<file path="src/jbf_pkg.sv">
// shared constants and types of the frame-control block
package jbf_pkg;

    // ------------------------------------------------------------------
    // command byte layout
    // ------------------------------------------------------------------
    localparam int GEN_HI = 7;
    localparam int GEN_LO = 5;
    localparam int BTD_HI = 4;
    localparam int BTD_LO = 2;

    // general action codes
    localparam logic [2:0] GA_NONE = 3'h0;
    localparam logic [2:0] GA_STANDBY = 3'h1;
    localparam logic [2:0] GA_BREAK = 3'h2;
    localparam logic [2:0] GA_RSP_CRC = 3'h3;
    localparam logic [2:0] GA_END_RETRY = 3'h4;
    localparam logic [2:0] GA_RSP_NOCRC = 3'h5;
    localparam logic [2:0] GA_RESERVED = 3'h6;
    localparam logic [2:0] GA_ABORT = 3'h7;

    // byte type and destination codes
    localparam logic [2:0] BT_NONE = 3'h0;
    localparam logic [2:0] BT_DATA = 3'h1;
    localparam logic [2:0] BT_LAST = 3'h3;
    localparam logic [2:0] BT_CFG = 3'h4;
    localparam logic [2:0] BT_FIRST = 3'h5;
    localparam logic [2:0] BT_CFG_NOW = 3'h6;
    localparam logic [2:0] BT_FIRST_LAST = 3'h7;

    // ------------------------------------------------------------------
    // fifo sizing and thresholds
    // ------------------------------------------------------------------
    localparam int TX_DEPTH = 4;
    localparam int TX_AW = 2;
    localparam int RX_DEPTH = 32;
    localparam int RX_AW = 5;
    localparam logic [RX_AW:0] RX_IRQ_LEVEL = 6'h0C;
    localparam logic [TX_AW:0] TX_HALF = 3'h2;

    // tx status field encoding
    localparam logic [1:0] TXS_EMPTY = 2'h0;
    localparam logic [1:0] TXS_SOME = 2'h1;
    localparam logic [1:0] TXS_ALMOST = 2'h2;
    localparam logic [1:0] TXS_FULL = 2'h3;

    // ------------------------------------------------------------------
    // completion code bits
    // ------------------------------------------------------------------
    localparam int CC_RSP = 7;
    localparam int CC_RSP_CRC = 6;
    localparam int CC_BREAK = 5;
    localparam int CC_OVERRUN = 4;
    localparam int CC_UNDERRUN = 3;
    localparam int CC_ARB_LOST = 2;
    localparam int CC_CRC_ERR = 1;
    localparam int CC_ERR = 0;

    // one entry of the receive fifo: data or completion code
    typedef struct packed {
        logic is_cc;
        logic [7:0] value;
    } jbf_rx_entry_t;

    // one entry of the transmit fifo
    typedef struct packed {
        logic last;
        logic [7:0] value;
    } jbf_tx_entry_t;

    // events reported by the symbol layer
    typedef struct packed {
        logic sof;
        logic eod;
        logic eof;
        logic idle;
        logic brk;
        logic rx_byte;
        logic [7:0] rx_data;
        logic crc_ok;
        logic rx_err;
        logic arb_lost;
        logic tx_err;
        logic tx_done_byte;
    } jbf_link_ev_t;

    typedef enum logic [2:0] {
        JBF_TX_IDLE,
        JBF_TX_WAIT_BUS,
        JBF_TX_SEND,
        JBF_TX_CRC,
        JBF_TX_RSP_WAIT
    } jbf_tx_state_t;

endpackage : jbf_pkg

</file>
<file path="src/jbf_frame_ctrl.sv">
// frame control: block mode, break and in-frame response handling
// ------------------------------------------------------------------
// ------------------------------------------------------------------
`timescale 1ns/1ps
`default_nettype none

module jbf_frame_ctrl
    import jbf_pkg::*;
(
    input wire logic clk_sys,
    input wire logic arst_n,
    input wire logic cmd_valid,
    input wire logic [7:0] host_command_byte,
    input wire logic [7:0] cmd_data,
    input wire logic rx_pop,
    output jbf_rx_entry_t rx_head,
    output logic rx_empty,
    input wire logic irq_enable,
    input wire jbf_link_ev_t link_ev,
    output logic tx_start,
    output logic tx_byte_valid,
    output logic [7:0] tx_byte,
    output logic tx_send_crc,
    output logic tx_crc_invert,
    output logic tx_norm_bit_valid,
    output logic normalization_bit,
    output logic tx_halt,
    output logic break_drive,
    output logic [1:0] tx_status,
    output logic rx_frame_done,
    output logic standby_req,
    output logic irq_n
);

    // ------------------------------------------------------------------
    // reset release
    // ------------------------------------------------------------------
    logic rst_s1_q;
    logic rst_n;

    // async assert, sync release through two flops
    always_ff @(posedge clk_sys or negedge arst_n)
    begin
        if (!arst_n)
        begin
            rst_s1_q <= 1'b0;
            rst_n <= 1'b0;
        end
        else
        begin
            rst_s1_q <= 1'b1;
            rst_n <= rst_s1_q;
        end
    end

    // ------------------------------------------------------------------
    // command decode
    // ------------------------------------------------------------------
    logic [2:0] gen;
    logic [2:0] btd;
    logic is_first;
    logic is_last_cmd;
    logic is_data;
    logic rsp_cmd;

    assign gen = cmd_valid ? host_command_byte[GEN_HI:GEN_LO] : GA_NONE;
    assign btd = cmd_valid ? host_command_byte[BTD_HI:BTD_LO] : BT_NONE;
    assign is_first = (btd == BT_FIRST) || (btd == BT_FIRST_LAST);
    assign is_last_cmd = (btd == BT_LAST) || (btd == BT_FIRST_LAST);
    assign is_data = (btd == BT_DATA) || (btd == BT_LAST) || is_first;
    assign rsp_cmd = (gen == GA_RSP_CRC) || (gen == GA_RSP_NOCRC);

    // ------------------------------------------------------------------
    // transmit fifo
    // ------------------------------------------------------------------
    jbf_tx_entry_t txm [TX_DEPTH];
    logic [TX_AW-1:0] twr_q;
    logic [TX_AW-1:0] trd_q;
    logic [TX_AW:0] tcnt_q;
    logic tx_full;
    logic tx_empty;
    logic have_last_q;
    logic block_q;
    logic end_retry_q;
    logic retry_pend_q;
    logic rsp_q;
    logic rsp_crc_q;
    logic rsp_armed_q;
    logic in_frame_q;
    logic frame_err_q;
    logic underrun_q;
    logic sent_first_q;
    logic sent_second_q;
    jbf_tx_state_t st_q;
    logic push_tx;
    logic pop_tx;
    logic flush_tx;

    assign tx_full = (tcnt_q == (TX_AW+1)'(TX_DEPTH));
    assign tx_empty = (tcnt_q == '0);

    // first byte only into an idle fifo; dropped when full in block mode
    always_comb
    begin
        push_tx = 1'b0;
        // a response outside the frame window or without a head byte loads nothing
        if (is_data && (!tx_full || rsp_cmd))
        begin
            if (is_first)
                push_tx = rsp_cmd ? in_frame_q : (tx_empty || (gen == GA_ABORT));
            else
                push_tx = !rsp_cmd && !tx_empty && !have_last_q;
        end
        if (is_first && tx_full && block_q && !rsp_cmd)
            push_tx = 1'b0;
    end

    assign pop_tx = link_ev.tx_done_byte && (st_q == JBF_TX_SEND) && !tx_empty;

    // response errors and abort empty the fifo
    logic rsp_fail;
    assign rsp_fail = rsp_q && (link_ev.arb_lost || link_ev.tx_err);
    assign flush_tx = rsp_cmd || (gen == GA_ABORT) || rsp_fail
        || (st_q == JBF_TX_RSP_WAIT && link_ev.eod && (frame_err_q || link_ev.rx_err))
        || (end_retry_q && st_q == JBF_TX_CRC && link_ev.eof);

    // storage
    always_ff @(posedge clk_sys)
    begin
        if (push_tx)
            txm[flush_tx ? TX_AW'(0) : twr_q] <= '{last: is_last_cmd, value: cmd_data};
    end

    // pointers; flush then optional reload of the accompanying first byte
    always_ff @(posedge clk_sys or negedge rst_n)
    begin
        if (!rst_n)
        begin
            twr_q <= '0;
            trd_q <= '0;
            tcnt_q <= '0;
        end
        else if (flush_tx)
        begin
            trd_q <= '0;
            twr_q <= push_tx ? TX_AW'(1) : '0;
            tcnt_q <= push_tx ? (TX_AW+1)'(1) : '0;
        end
        else
        begin
            if (push_tx)
                twr_q <= twr_q + TX_AW'(1);
            if (pop_tx)
                trd_q <= trd_q + TX_AW'(1);
            tcnt_q <= tcnt_q + (TX_AW+1)'(push_tx) - (TX_AW+1)'(pop_tx);
        end
    end

    // last marker stays latched until the frame is fully out
    always_ff @(posedge clk_sys or negedge rst_n)
    begin
        if (!rst_n)
            have_last_q <= 1'b0;
        else if (flush_tx && !(push_tx && is_last_cmd))
            have_last_q <= 1'b0;
        else if (push_tx && is_last_cmd)
            have_last_q <= 1'b1;
        else if (st_q == JBF_TX_CRC && link_ev.eof)
            have_last_q <= 1'b0;
    end

    // ------------------------------------------------------------------
    // transmit control
    // ------------------------------------------------------------------
    logic start_normal;
    assign start_normal = !tx_empty && (have_last_q || tx_full) && !rsp_q;

    always_ff @(posedge clk_sys or negedge rst_n)
    begin
        if (!rst_n)
            st_q <= JBF_TX_IDLE;
        else if (gen == GA_ABORT || rsp_fail || link_ev.brk || flush_tx)
            st_q <= (rsp_cmd && is_first && in_frame_q) ? JBF_TX_RSP_WAIT : JBF_TX_IDLE;
        else
        begin
            case (st_q)
                JBF_TX_IDLE:
                    if (start_normal && (!retry_pend_q || link_ev.idle))
                        st_q <= JBF_TX_WAIT_BUS;
                JBF_TX_WAIT_BUS:
                    if (link_ev.idle)
                        st_q <= JBF_TX_SEND;
                JBF_TX_SEND:
                    if (pop_tx && txm[trd_q].last)
                        st_q <= JBF_TX_CRC;
                    else if (link_ev.arb_lost)
                        st_q <= JBF_TX_IDLE;
                JBF_TX_CRC:
                    if (link_ev.eof)
                        st_q <= JBF_TX_IDLE;
                JBF_TX_RSP_WAIT:
                    if (link_ev.eod)
                        st_q <= JBF_TX_SEND;
                default:
                    st_q <= JBF_TX_IDLE;
            endcase
        end
    end

    // block mode entered on a full fifo without last marker
    always_ff @(posedge clk_sys or negedge rst_n)
    begin
        if (!rst_n)
            block_q <= 1'b0;
        else if (st_q == JBF_TX_IDLE && tx_full && !have_last_q)
            block_q <= 1'b1;
        else if (st_q == JBF_TX_RSP_WAIT && link_ev.eod && !have_last_q)
            block_q <= 1'b1;
        else if (st_q == JBF_TX_IDLE && tx_empty)
            block_q <= 1'b0;
    end

    // end-retry request; block mode entry and an idle empty fifo cancel it
    always_ff @(posedge clk_sys or negedge rst_n)
    begin
        if (!rst_n)
            end_retry_q <= 1'b0;
        else if (gen == GA_END_RETRY)
            end_retry_q <= 1'b1;
        else if (st_q == JBF_TX_IDLE && tx_full && !have_last_q)
            end_retry_q <= 1'b0;
        else if (st_q == JBF_TX_IDLE && tx_empty)
            end_retry_q <= 1'b0;
    end

    // retry after break when idle returns, never for responses
    always_ff @(posedge clk_sys or negedge rst_n)
    begin
        if (!rst_n)
            retry_pend_q <= 1'b0;
        else if (link_ev.brk && st_q != JBF_TX_IDLE && !rsp_q && !end_retry_q)
            retry_pend_q <= 1'b1;
        else if (link_ev.idle || rsp_q)
            retry_pend_q <= 1'b0;
    end

    // response bookkeeping: load window is sof to eod of the answered frame
    always_ff @(posedge clk_sys or negedge rst_n)
    begin
        if (!rst_n)
        begin
            rsp_q <= 1'b0;
            rsp_crc_q <= 1'b0;
            rsp_armed_q <= 1'b0;
        end
        else if (rsp_cmd && is_first && in_frame_q && push_tx)
        begin
            rsp_q <= 1'b1;
            rsp_crc_q <= (gen == GA_RSP_CRC);
            rsp_armed_q <= 1'b1;
        end
        else if (flush_tx || link_ev.brk || (st_q == JBF_TX_CRC && link_ev.eof))
        begin
            rsp_q <= 1'b0;
            rsp_armed_q <= 1'b0;
        end
        else if (link_ev.eod)
            rsp_armed_q <= 1'b0;
    end

    // frame window and receive error tracking
    always_ff @(posedge clk_sys or negedge rst_n)
    begin
        if (!rst_n)
        begin
            in_frame_q <= 1'b0;
            frame_err_q <= 1'b0;
        end
        else if (link_ev.sof)
        begin
            in_frame_q <= 1'b1;
            frame_err_q <= 1'b0;
        end
        else
        begin
            if (link_ev.eod || link_ev.idle)
                in_frame_q <= 1'b0;
            // an error on the eod cycle must still count
            if (link_ev.rx_err)
                frame_err_q <= 1'b1;
        end
    end

    // underrun: fifo ran dry mid-frame before any last byte
    always_ff @(posedge clk_sys or negedge rst_n)
    begin
        if (!rst_n)
            underrun_q <= 1'b0;
        else if (st_q == JBF_TX_SEND && tx_empty && !have_last_q)
            underrun_q <= 1'b1;
        else if (st_q == JBF_TX_IDLE)
            underrun_q <= 1'b0;
    end

    // byte stream and link controls
    always_ff @(posedge clk_sys or negedge rst_n)
    begin
        if (!rst_n)
        begin
            tx_byte <= '0;
            tx_byte_valid <= 1'b0;
            tx_start <= 1'b0;
            normalization_bit <= 1'b0;
            tx_norm_bit_valid <= 1'b0;
        end
        else
        begin
            tx_byte <= txm[trd_q].value;
            tx_byte_valid <= (st_q == JBF_TX_SEND) && !tx_empty;
            tx_start <= (st_q == JBF_TX_WAIT_BUS && link_ev.idle)
                || (st_q == JBF_TX_RSP_WAIT && link_ev.eod);
            tx_norm_bit_valid <= (st_q == JBF_TX_RSP_WAIT && link_ev.eod);
            normalization_bit <= rsp_crc_q;
        end
    end

    // crc only when the frame carries one; underrun inverts it
    assign tx_send_crc = (st_q == JBF_TX_CRC) && (!rsp_q || rsp_crc_q) || underrun_q;
    assign tx_crc_invert = underrun_q;
    assign tx_halt = link_ev.brk || rsp_fail;
    assign break_drive = (gen == GA_BREAK);
    assign standby_req = (gen == GA_STANDBY);

    // block progress for status
    always_ff @(posedge clk_sys or negedge rst_n)
    begin
        if (!rst_n)
        begin
            sent_first_q <= 1'b0;
            sent_second_q <= 1'b0;
        end
        else if (st_q == JBF_TX_IDLE)
        begin
            sent_first_q <= 1'b0;
            sent_second_q <= 1'b0;
        end
        else if (pop_tx)
        begin
            sent_first_q <= 1'b1;
            sent_second_q <= sent_first_q;
        end
    end

    // status field
    always_comb
    begin
        if (have_last_q)
            tx_status = TXS_FULL;
        else if (tx_empty)
            tx_status = TXS_EMPTY;
        else if (block_q && sent_second_q)
            tx_status = tx_full ? TXS_FULL : TXS_SOME;
        else if (block_q && sent_first_q)
            tx_status = TXS_ALMOST;
        else
            tx_status = tx_full ? TXS_FULL : TXS_SOME;
    end

    // ------------------------------------------------------------------
    // receive path
    // ------------------------------------------------------------------
    jbf_rx_entry_t rx_push_data;
    logic rx_push;
    logic rx_full;
    logic [RX_AW:0] rx_level;
    logic discard_q;
    logic rx_rsp_q;
    logic [7:0] cc;

    // completion code assembly
    always_comb
    begin
        cc = '0;
        cc[CC_RSP] = rx_rsp_q;
        cc[CC_RSP_CRC] = rx_rsp_q && rsp_crc_q;
        cc[CC_BREAK] = link_ev.brk;
        cc[CC_OVERRUN] = discard_q;
        cc[CC_UNDERRUN] = underrun_q;
        cc[CC_ARB_LOST] = link_ev.arb_lost;
        cc[CC_CRC_ERR] = link_ev.eod && !link_ev.crc_ok;
        cc[CC_ERR] = frame_err_q || discard_q || rsp_fail;
    end

    // code pushes win over data; a byte after overflow is discarded
    always_comb
    begin
        rx_push = 1'b0;
        rx_push_data = '{is_cc: 1'b0, value: link_ev.rx_data};
        if (link_ev.eod || link_ev.brk)
        begin
            rx_push = 1'b1;
            rx_push_data = '{is_cc: 1'b1, value: cc};
        end
        else if (link_ev.rx_byte && !discard_q && !rx_full)
            rx_push = 1'b1;
    end

    // overrun sticky for the rest of the frame
    always_ff @(posedge clk_sys or negedge rst_n)
    begin
        if (!rst_n)
            discard_q <= 1'b0;
        else if (link_ev.eod || link_ev.brk)
            discard_q <= 1'b0;
        else if (link_ev.rx_byte && rx_full)
            discard_q <= 1'b1;
    end

    // second frame after eod with a response queued is the response
    always_ff @(posedge clk_sys or negedge rst_n)
    begin
        if (!rst_n)
            rx_rsp_q <= 1'b0;
        else if (st_q == JBF_TX_RSP_WAIT && link_ev.eod && rsp_armed_q)
            rx_rsp_q <= 1'b1;
        else if ((rx_rsp_q && link_ev.eod) || link_ev.idle)
            rx_rsp_q <= 1'b0;
    end

    // complete-frame flag held until the host pops a completion code
    always_ff @(posedge clk_sys or negedge rst_n)
    begin
        if (!rst_n)
            rx_frame_done <= 1'b0;
        else if (link_ev.eod || link_ev.brk)
            rx_frame_done <= 1'b1;
        else if (rx_pop && rx_head.is_cc)
            rx_frame_done <= 1'b0;
    end

    jbf_rx_fifo u_rx_fifo (
        .clk_sys(clk_sys),
        .rst_n(rst_n),
        .push(rx_push),
        .push_data(rx_push_data),
        .pop(rx_pop),
        .head(rx_head),
        .empty(rx_empty),
        .full(rx_full),
        .level(rx_level)
    );

    // level-driven interrupt, registered: follows fifo and frame state one cycle later
    always_ff @(posedge clk_sys or negedge rst_n)
    begin
        if (!rst_n)
            irq_n <= 1'b1;
        else
            irq_n <= !(irq_enable && ((rx_level > RX_IRQ_LEVEL)
                || rx_frame_done
                || (block_q && !have_last_q && tcnt_q <= TX_HALF)));
    end

endmodule : jbf_frame_ctrl

`default_nettype wire

</file>
<file path="src/jbf_rx_fifo.sv">
// receive fifo holding frame bytes and completion codes
`timescale 1ns/1ps
`default_nettype none

module jbf_rx_fifo
    import jbf_pkg::*;
(
    input wire logic clk_sys,
    input wire logic rst_n,
    input wire logic push,
    input wire jbf_rx_entry_t push_data,
    input wire logic pop,
    output jbf_rx_entry_t head,
    output logic empty,
    output logic full,
    output logic [RX_AW:0] level
);

    jbf_rx_entry_t mem [RX_DEPTH];
    logic [RX_AW-1:0] wr_q;
    logic [RX_AW-1:0] rd_q;
    logic [RX_AW:0] cnt_q;
    logic do_push;
    logic do_pop;

    // a push into a full fifo is refused; caller sees full
    assign do_push = push && (cnt_q != RX_AW'(0) + (RX_AW+1)'(RX_DEPTH));
    assign do_pop = pop && (cnt_q != '0);
    assign empty = (cnt_q == '0);
    assign full = (cnt_q == (RX_AW+1)'(RX_DEPTH));
    assign level = cnt_q;

    // storage without reset, only pointers are controlled
    always_ff @(posedge clk_sys)
    begin
        if (do_push)
            mem[wr_q] <= push_data;
    end

    // head register so the data output comes from a flop
    always_ff @(posedge clk_sys or negedge rst_n)
    begin
        if (!rst_n)
            head <= '0;
        else
            head <= mem[rd_q];
    end

    // pointers and occupancy
    always_ff @(posedge clk_sys or negedge rst_n)
    begin
        if (!rst_n)
        begin
            wr_q <= '0;
            rd_q <= '0;
            cnt_q <= '0;
        end
        else
        begin
            if (do_push)
                wr_q <= wr_q + RX_AW'(1);
            if (do_pop)
                rd_q <= rd_q + RX_AW'(1);
            cnt_q <= cnt_q + (RX_AW+1)'(do_push) - (RX_AW+1)'(do_pop);
        end
    end

endmodule : jbf_rx_fifo

`default_nettype wire
</file>
<file path="config.mk">
export PLATFORM = sky130hd
export DESIGN_NAME = jbf_frame_ctrl
export DESIGN_NICKNAME = d
export VERILOG_FILES = /design/src/jbf_pkg.sv /design/src/jbf_frame_ctrl.sv /design/src/jbf_rx_fifo.sv
export SDC_FILE = /design/constraint.sdc
export NUM_CORES = 1
export LEC_CHECK = 0
export ABC_AREA = 1
export BUFFER_PORTS_ARGS = -buffer_cell sky130_fd_sc_hd__buf_2
export CORE_MARGIN = 5
export CORE_UTILIZATION = 55
export CTS_CLUSTER_DIAMETER = 40
export DETAILED_ROUTE_END_ITERATION = 10
export PLACE_DENSITY = 0.76
export SLEW_MARGIN = 40
export SYNTH_ARGS = -nofsm -noshare
export SYNTH_HDL_FRONTEND = slang
export SYNTH_SLANG_ARGS = --single-unit
</file>
<file path="constraint.sdc">
create_clock -name clk_sys -period 2.65 [get_ports clk_sys]
set_clock_uncertainty 0.1 [all_clocks]
set_input_delay 0.3975 -clock clk_sys [delete_from_list [all_inputs] [get_ports clk_sys]]
set_output_delay 0.3975 -clock clk_sys [all_outputs]
set_load 0.02 [all_outputs]
</file>
# Word level (Yosys, flattened, before mapping)

Memory sizes are Yosys's and may differ from the RTL's. A register that Yosys moved wholly into a read port is not among the register bits.
Cells that the tools add are included.
Widths: inputs -> output; s select.

Input port bits: 40
Memories: 2
Logic and storage cells: 246
Output and inout port bits: 31
Register bits after elaboration: 56
Bits in writable memories: 324

Magnitude comparators: 2
Equal/unequal tests: 22
Reductions and logical operators: 116
Add/sub/neg operators: 8
Muxes and demuxes: 66

Memories:

| name          | depth | width | rd ports | clocked after memory_dff | wr ports | line                 | text |
|---|---|---|---|---|---|---|---|
| u_rx_fifo.mem | 32    | 9     | 1        | 1                        | 1        | jbf_rx_fifo.sv:19    | `jbf_rx_entry_t mem [RX_DEPTH];` |
| txm           | 4     | 9     | 1        | 0                        | 1        | jbf_frame_ctrl.sv:76 | `jbf_tx_entry_t txm [TX_DEPTH];` |

Operators by type and width:

| operator            | number |
|---|---|
| $logic_and 1x1->1   | 50 |
| $mux 1              | 43 |
| $mux 3              | 11 |
| $logic_or 1x1->1    | 32 |
| $reduce_bool 2->1   | 11 |
| $eq 3x3->1 const B  | 7 |
| $mux 2              | 10 |
| $eq 3x2->1 const B  | 5 |
| $pmux 3 s5          | 1 |
| $reduce_bool 3->1   | 5 |
| $logic_not 1->1     | 13 |
| $ne 3x3->1 const B  | 4 |
| $add 5x1->5 const B | 2 |
| $eq 3x1->1 const B  | 3 |
| $mux 9              | 1 |
| $add 6x1->6         | 1 |
| $eq 6x6->1 const B  | 1 |
| $gt 6x4->1 const B  | 1 |
| $logic_not 3->1     | 2 |
| $logic_not 6->1     | 1 |
| $ne 6x6->1 const B  | 1 |
| $reduce_bool 6->1   | 1 |
| $sub 6x1->6         | 1 |
| $reduce_and 5->1    | 1 |
| 5 further kinds     | 6 |

# Longest topological paths before layout

Gate-level depths: netlist (run 1).

Depth after elaboration: 13
Mapped depth: 16
Depth with buffers taken out: 16

# Hierarchy

From an unflattened synthesis (run 1), not the netlist that was laid out.

Cell total of the unflattened synthesis: 1601
Area total of the unflattened synthesis: 16866.2 um^2

Modules (own cells, without submodules):

| module         | cells each | times used | area each (um^2) | sequential area each (um^2) |
|---|---|---|---|---|
| jbf_rx_fifo    | 1254       | 1          | 13356.6          | 9273.9 |
| jbf_frame_ctrl | 347        | 1          | 3509.6           | 2083.2 |

# Worst setup path before layout (run 1)

Ideal clock, no wire load.

Path kind: input to register
From: in link_ev[17] (netlist name)
To: mem u_rx_fifo.mem[0][3] (netlist name) (data pin)
Data required time: 2.096 ns
Setup time: 0.454 ns
Cell stages on the path: 3
Arrival time: 1.947 ns
Path slack: 0.149 ns
Path buffers: 1
Cells stage by stage: nor2_1 > clkbuf_1 > o21ai_0

RTL lines:

| element            | line                 | text |
|---|---|---|
| start: declaration | jbf_frame_ctrl.sv:19 | `input wire jbf_link_ev_t link_ev,` |
| end: declaration   | jbf_rx_fifo.sv:19    |  |

# Worst setup path after layout (run 1)

From: reg u_rx_fifo.cnt_q[3] (netlist: u_rx_fifo.level[3])
To: reg u_rx_fifo.cnt_q[4] (netlist: u_rx_fifo.level[4])

Elaborated cells on any way between the ends: 11
Those cells by class: add/sub: 2; eq/ne: 2; mux: 2; reduce/logical: 5

RTL lines:

| element                  | line              | text |
|---|---|---|
| start: declaration       | jbf_rx_fifo.sv:22 | `logic [RX_AW:0] cnt_q;` |
| start signal: assignment | jbf_rx_fifo.sv:64 | `cnt_q <= cnt_q + (RX_AW+1)'(do_push) - (RX_AW+1)'(do_pop);` |
| $reduce_bool 6->1        | jbf_rx_fifo.sv:28 | `assign do_pop = pop && (cnt_q != '0);` |
| $logic_and 1x1->1        | jbf_rx_fifo.sv:28 |  |
| net u_rx_fifo.do_pop     | jbf_rx_fifo.sv:24 | `logic do_pop;` |
| $sub 6x1->6              | jbf_rx_fifo.sv:64 |  |

The timed path passes the listed nets, and every way through them passes these cells.
A chain may end at the register's enable or synchronous reset.

==> results of run 1 <==
==> critical path, stage by stage (launching register included) <==
cell	delay [ns]
dfrtp_1	0.41
inv_1	0.09
ha_2	0.19
nand3_1	0.12
nand2_2	0.11
inv_1	0.05
ha_1	0.26
inv_1	0.04
ha_1	0.22
fa_2	0.35
a21oi_1	0.13
o21ai_0	0.11
xor2_1	0.16
==> placed cells by master, fill, tap and decap left out, drive strengths merged, types with 12 or more instances in the layout <==
cell	Yosys	layout
ha	18	18
nand2	195	195
o21ai	171	171
clkinv	3	15
a21oi	27	27
buf	31	134
inv	93	98
clkbuf	29	51
xor2	12	12
dfrtp	64	64
edfxtp	324	324
o211ai	37	37
nand3	84	84
nor2	279	279
==> power by group <==
group | switching [mW] | total [mW] | internal, mW
clock network | 2.41 | 6.18 | 3.77
logic | 4.69 | 6.77 | 2.08
registers | 0.425 | 8.02 | 7.59
total | 7.53 | 21.0 | 13.4
==> area by class of cell <==
class                   instances  area (um2)  share of cell area
flip-flops and latches        389       11400               0.601
multi-input cells             860        4190               0.221
clock buffers                  51        1170              0.0618
repair buffers                145        1010              0.0534
well taps                     384         480              0.0254
inverters                      96         363              0.0192
clock inverters                26         329              0.0174
==> per-layer routing <==
metal | part of all wire | global-route usage
met1 | 0.40 | 0.302
met2 | 0.48 | 0.361
met3 | 0.081 | 0.0366
met4 | 0.035 | 0.0826
met5 | 0 | 0
==> metrics by stage <==
step           std cells  utilization
3_3_place_gp        1862        0.599
4_1_cts             1950        0.654
3_5_place_dp        1862        0.599
5_1_grt             1951        0.655
2_1_floorplan       1405            -
6_report            1951        0.655
==> cells by family (layout without fill, tap and decap cells) <==
kind of cell | count (synthesis) | in the layout | share of synthesized area
simple gates | 576 | 576 | 0.148
flops | 389 | 389 | 0.704
compound gates | 250 | 250 | 0.0850
xor+xnor | 13 | 13 | 0.00706
fa+ha+maj | 20 | 20 | 0.0164
other cells | 1 | 1 | 0.000232
buf+inv | 156 | 318 | 0.0395
==> state kept, by name, indices dropped and copies added, names as in the netlist, 2 cells and up <==
register / count
u_rx_fifo.level: 6
u_rx_fifo.rd_q: 5
u_rx_fifo.wr_q: 5
tcnt_q: 3
u_rx_fifo.head: 9
tx_byte: 8
twr_q: 2
u_rx_fifo.mem: 288
txm: 36
trd_q: 2
st_q: 3
==> path summary, 6_finish.rpt <==
kind                                                   start                       endpoint  slack [ns]  cells after the start
worst max-delay path            u_rx_fifo.level[3]$_DFF_PN0_   u_rx_fifo.level[4]$_DFF_PN0_        0.20                     12
worst min-delay path                              link_ev[3]        frame_err_q$_DFFE_PN0P_        0.07                      3
worst max register to register  u_rx_fifo.level[3]$_DFF_PN0_   u_rx_fifo.level[4]$_DFF_PN0_        0.20                     12
worst min register to register               rst_n$_DFF_PN0_  u_rx_fifo.rd_q[4]$_DFFE_PN0P_        0.16                      0
max in group asynchronous                    rst_n$_DFF_PN0_                irq_n$_DFF_PN1_        1.59                      1
min in group asynchronous                             arst_n             rst_s1_q$_DFF_PN0_        0.08                      2
==> timing repair <==
item,4_1_cts,5_1_grt
hold buffers,11,0
buffers inserted,0,1
endpoints found under the hold margin,37,0
resized for setup,0,3
setup endpoints to repair,0,1
==> metrics.txt, run 1 <==
fin. max-slew vios=0; # fillers=2,097; peak fanout along the critical path=3; GR Overflow Total=0; Critical Path Source Type=flop; Root Buffer=clkbuf_16; vias in the first global route=10.7k; clock latency on the worst-skew pair=0.54 ns; CTS tree=done; Area contributors post-synth=edfxtp_1 60%, dfrtp_1 9.9%, nor2_1 6.4%, nand2_1 4.3%, o21ai_0 4.2%; post-route ant nets=0; H-tree levels=2; Synthesis Warnings=0; Clock Path Buffers=3; EDFF count, synth=324; most common library cells after synthesis=324 x edfxtp_1, 274 x nor2_1, 186 x nand2_1; crit path DAT=2.75 ns; Mapped Area=0.0161 mm2; setup violators final=0; Syn Nets=1,465; P_leak=7.32 nW; highest clock rate=0.409 GHz; Final Cycle Share=0.923; # rows=62; Post-Route WL=37.1 mm; number of remaining DRC errors=0; Layout Nets=1,595; synthesized flop and latch total=389; Worst-Margin Slew=0.621 ns; die footprint=0.0329 mm2; Req. time, crit path=2.95 ns; DRT Pass-1 Iters=5; HPWL Detailed=22.3 mm; Pwr per Cell Area=1110 mW/mm2; Seq/Total Area, Yosys=0.704; prevailing post-synth register cell=edfxtp_1; post-synthesis cell type count=39; chip height=181 um; gr usage total=0.221; DIE WIDTH=181 um; Max IR drop VDD=745 uV; CP endpoint kind=flop; largest net degree at the start of global routing=102; max_cap viols=0; post-synth top area cell=edfxtp_1; unrepaired setup endpoints after global routing=false; setup_tns=0 ns; GPL Wtd Cong=0.855; via/cell ratio=5.64; diode count=0; CTS Buf Count=43; min-delay worst type=in -> reg; Worst Slack Setup Final=0.203 ns; layout cells sized above 1=0.152; Hold Vio Cnt, Final=0; Core Region=0.0289 mm2; Initial Util=0.559; Overall Power=21.0 mW; via count=11.0k; design area=0.0189 mm2; Worst-path clk slew=0.06 ns; Mapped Avg Cell Area=11.5 um2; CP Class=reg -> reg; routed length per instance=19.0 um; initial DRC count=1,245; global-route wire length before repair=57.4 mm; Hold WS=0.0673 ns; Max-slew headroom=0.584; Post-Place Worst Slack=0.0874 ns; initial antenna violation count=0; status=finished clean; cells after synthesis=1,405; I/O pin total=71; Placed Area=0.0173 mm2; Layout area overhead=17.1%; top-count cell post-synth=edfxtp_1; top cell type's share of synthesized area=0.603; Clock Sinks=389; port buffer count=68; FFs w/ async S/R, synth=0.167; min Tclk post-route=2.45 ns
No activity file was read; power rests on OpenSTA's default activity.
==> run 2, diff against run 1 <==
Clock period 2.65 ns to 2.31 ns, I/O delays scaled along.
==> run 2 against run 1 <==
  * Routed wire length grew 1.1%
  * Register-to-register slack lost 0.20 ns
  * Clock-buffer cell count grew 2
  * First-iteration DRC count shrank 6.8%
  * Utilization grew 2.0 points
  * Combinational power grew 23%
  * Fmax grew 6.1%
  * Largest power group unchanged
  * Sequential share of layout area shrank 1.7 points
  * Die area is the same
  * Via count grew 1.4%
==> metrics.txt, run 2 (synthesized netlist as in run 1, its figures left out) <==
reg2reg start=u_rx_fifo.level[5]$_DFF_PN0_ (was u_rx_fifo.level[3]$_DFF_PN0_); Worst Slack Setup Final=0.00397 ns (was 0.203 ns); CTS Buf Count=46 (was 43); GR Util met2=0.382 (was 0.361); setup_tns=0 ns (unchanged); status=finished clean (unchanged); Largest register FFs=288 (unchanged); grt peak-use layer=met2 (unchanged); Req. time, crit path=2.63 ns (was 2.95 ns); # rows=62 (unchanged); Clock Path Buffers=3 (unchanged); fin. max-slew vios=0 (unchanged); CP endpoint kind=flop (unchanged); crit path DAT=2.63 ns (was 2.75 ns); vias in the first global route=11.3k (was 10.7k); Pwr per Cell Area=1290 mW/mm2 (was 1110 mW/mm2); Worst Hold Path EP=discard_q$_DFFE_PN0P_ (was frame_err_q$_DFFE_PN0P_); peak fanout along the critical path=2 (was 3); Root Buffer=clkbuf_16 (unchanged); Hold Vio Cnt, Final=0 (unchanged); Layout area overhead=20.6% (was 17.1%); I/O pin total=71 (unchanged); die footprint=0.0329 mm2 (unchanged); post-route ant nets=0 (unchanged); initial antenna violation count=0 (unchanged); Worst R2R Setup Slack=0.004 ns (was 0.20 ns); CP Class=reg -> reg (unchanged); Final Cycle Share=0.998 (was 0.923); met3 Use GR=0.0378 (was 0.0366); min Tclk post-route=2.31 ns (was 2.45 ns); clock latency on the worst-skew pair=0.54 ns (about the same); Post-Route WL=37.5 mm (was 37.1 mm); Clock Sinks=389 (unchanged); HPWL Detailed=22.7 mm (was 22.3 mm); # fillers=2,042 (was 2,097); layout cells sized above 1=0.192 (was 0.152); CTS tree=done (unchanged); DRT Pass-1 Iters=5 (unchanged); Post-Place Worst Slack=-0.169 ns (was 0.0874 ns); most common cell after layout, fill and taps aside=edfxtp_1 (unchanged); Worst-path clk slew=0.06 ns (about the same); hold_sp=link_ev[13] (was link_ev[3]); Initial Util=0.559 (unchanged); initial DRC count=1,160 (was 1,245); max_cap viols=0 (unchanged); Critical Path Source Type=flop (unchanged); GR Overflow Total=0 (unchanged); gr usage total=0.226 (was 0.221); Worst-Margin Slew=0.900 ns (was 0.621 ns); diode count=0 (unchanged); routed length per instance=18.8 um (was 19.0 um); P_leak=7.56 nW (was 7.32 nW); Core Region=0.0289 mm2 (unchanged); hold depth=3 (unchanged); setup violators final=0 (unchanged); highest clock rate=0.434 GHz (was 0.409 GHz); Reg2Reg Depth=12 (unchanged); Overall Power=25.2 mW (was 21.0 mW); RR Endpoint=u_rx_fifo.level[4]$_DFF_PN0_ (unchanged); Layout Nets=1,633 (was 1,595); GR Layer Usage met1=0.302 (about the same); most frequent cells in the layout=324 x edfxtp_1, 268 x nor2_1, 177 x nand2_1 (was 324 x edfxtp_1, 273 x nor2_1, 185 x nand2_1); Largest Register=u_rx_fifo.mem (unchanged); H-tree levels=2 (unchanged); GPL Wtd Cong=0.861 (was 0.855); Max-slew headroom=0.400 (was 0.584); via/cell ratio=5.59 (was 5.64); unrepaired setup endpoints after global routing=true (was false); number of remaining DRC errors=0 (unchanged); Finished Layout Cells=1,994 (was 1,951); Largest regs=u_rx_fifo.mem: 288 flops, txm: 36 flops, u_rx_fifo.head: 9 flops (unchanged); dpl cells=1,892 (was 1,862); global-route wire length before repair=59.5 mm (was 57.4 mm); Max IR drop VDD=728 uV (was 745 uV); chip height=181 um (unchanged); DIE WIDTH=181 um (unchanged); via count=11.2k (was 11.0k); largest net degree at the start of global routing=102 (unchanged); min-delay worst type=in -> reg (unchanged); port buffer count=68 (unchanged)
-- run 2: changes by cell type in the layout (fill, tap and decap cells not counted), moves of 4 or more --
cell	change
ha_4	+5
buf_4	+29
ha_1	-5
nand2_2	+8
inv_1	-8
nor2_1	-5
inv_2	+8
buf_12	+4
nor2_2	+4
nand2_1	-8
-- run 2: repair_timing --
| action | in CTS | in global routing |
|---|---|---|
| endpoints found under the setup margin | 11 | 93 |
| setup buffers | 0 | 4 |
| resized for setup | 10 | 31 |
| hold endpoints to repair | 37 | 0 |
| pin swaps | 1 | 15 |
| hold buffers | 13 | 0 |
-- run 2: cell type report --
| cell class | instances | area, um2 | area share |
|---|---|---|---|
| Timing Repair Buffer | 180 | 1330 | 0.0685 |
| Sequential cell | 389 | 11400 | 0.584 |
| Clock inverter | 32 | 449 | 0.0231 |
| Clock buffer | 53 | 1180 | 0.0605 |
| Multi-Input combinational cell | 860 | 4300 | 0.221 |
| Tap cell | 384 | 480 | 0.0247 |
| Inverter | 96 | 363 | 0.0186 |
-- run 2: metal layers --
| layer | wire length, um | vias to the layer above |
|---|---|---|
| met1 | 15000 | 5371 |
| met2 | 18600 | 465 |
| met5 | 0 | - |
| li1 | - | 5218 |
| met3 | 2710 | 97 |
| met4 | 1190 | 0 |
-- run 2: power by group --
group	switching, mW	internal, mW
combinational	5.53	2.83
clock	2.91	4.73
sequential	0.447	8.72
total	8.89	16.3
-- run 2: metrics by stage --
| step | util | area (um2) | hold slack [ns] |
|---|---|---|---|
| after floorplan | - | 16200 | -0.0491 |
| after global placement | 0.608 | 17500 | 0.0315 |
| after detailed placement | 0.608 | 17500 | 0.0329 |
| after CTS | 0.670 | 19300 | 0.00132 |
| after global routing | 0.674 | 19500 | 0.0243 |
| final | 0.674 | 19500 | 0.0289 |
-- run 2: worst max-delay path, stage by stage (launching register included) --
cell and delay [ns]:
dfrtp_1 0.37, inv_1 0.06, ha_2 0.18, nand3_2 0.09
nand2_2 0.10, inv_2 0.05, ha_4 0.26, inv_2 0.03
ha_4 0.16, fa_2 0.37, a21oi_2 0.18, o21ai_2 0.07
xor2_1 0.14
-- run 2: worst max-delay path by stage --
| stage | startpoint | endpoint | slack, ns | cells after the start |
|---|---|---|---|---|
| finish | u_rx_fifo.level[5]$_DFF_PN0_ | u_rx_fifo.level[4]$_DFF_PN0_ | 0.004 | 12 |
| global route | u_rx_fifo.level[5]$_DFF_PN0_ | u_rx_fifo.level[4]$_DFF_PN0_ | -0.08 | 12 |
| CTS | u_rx_fifo.level[4]$_DFF_PN0_ | u_rx_fifo.level[4]$_DFF_PN0_ | 0.003 | 12 |
| detailed placement | cmd_valid | tcnt_q[2]$_DFF_PN0_ | -0.17 | 13 |
| global placement | cmd_valid | tcnt_q[2]$_DFF_PN0_ | -0.06 | 13 |
| floorplan | link_ev[17] | u_rx_fifo.mem[0][3]$_DFFE_PP_ | -0.14 | 3 |
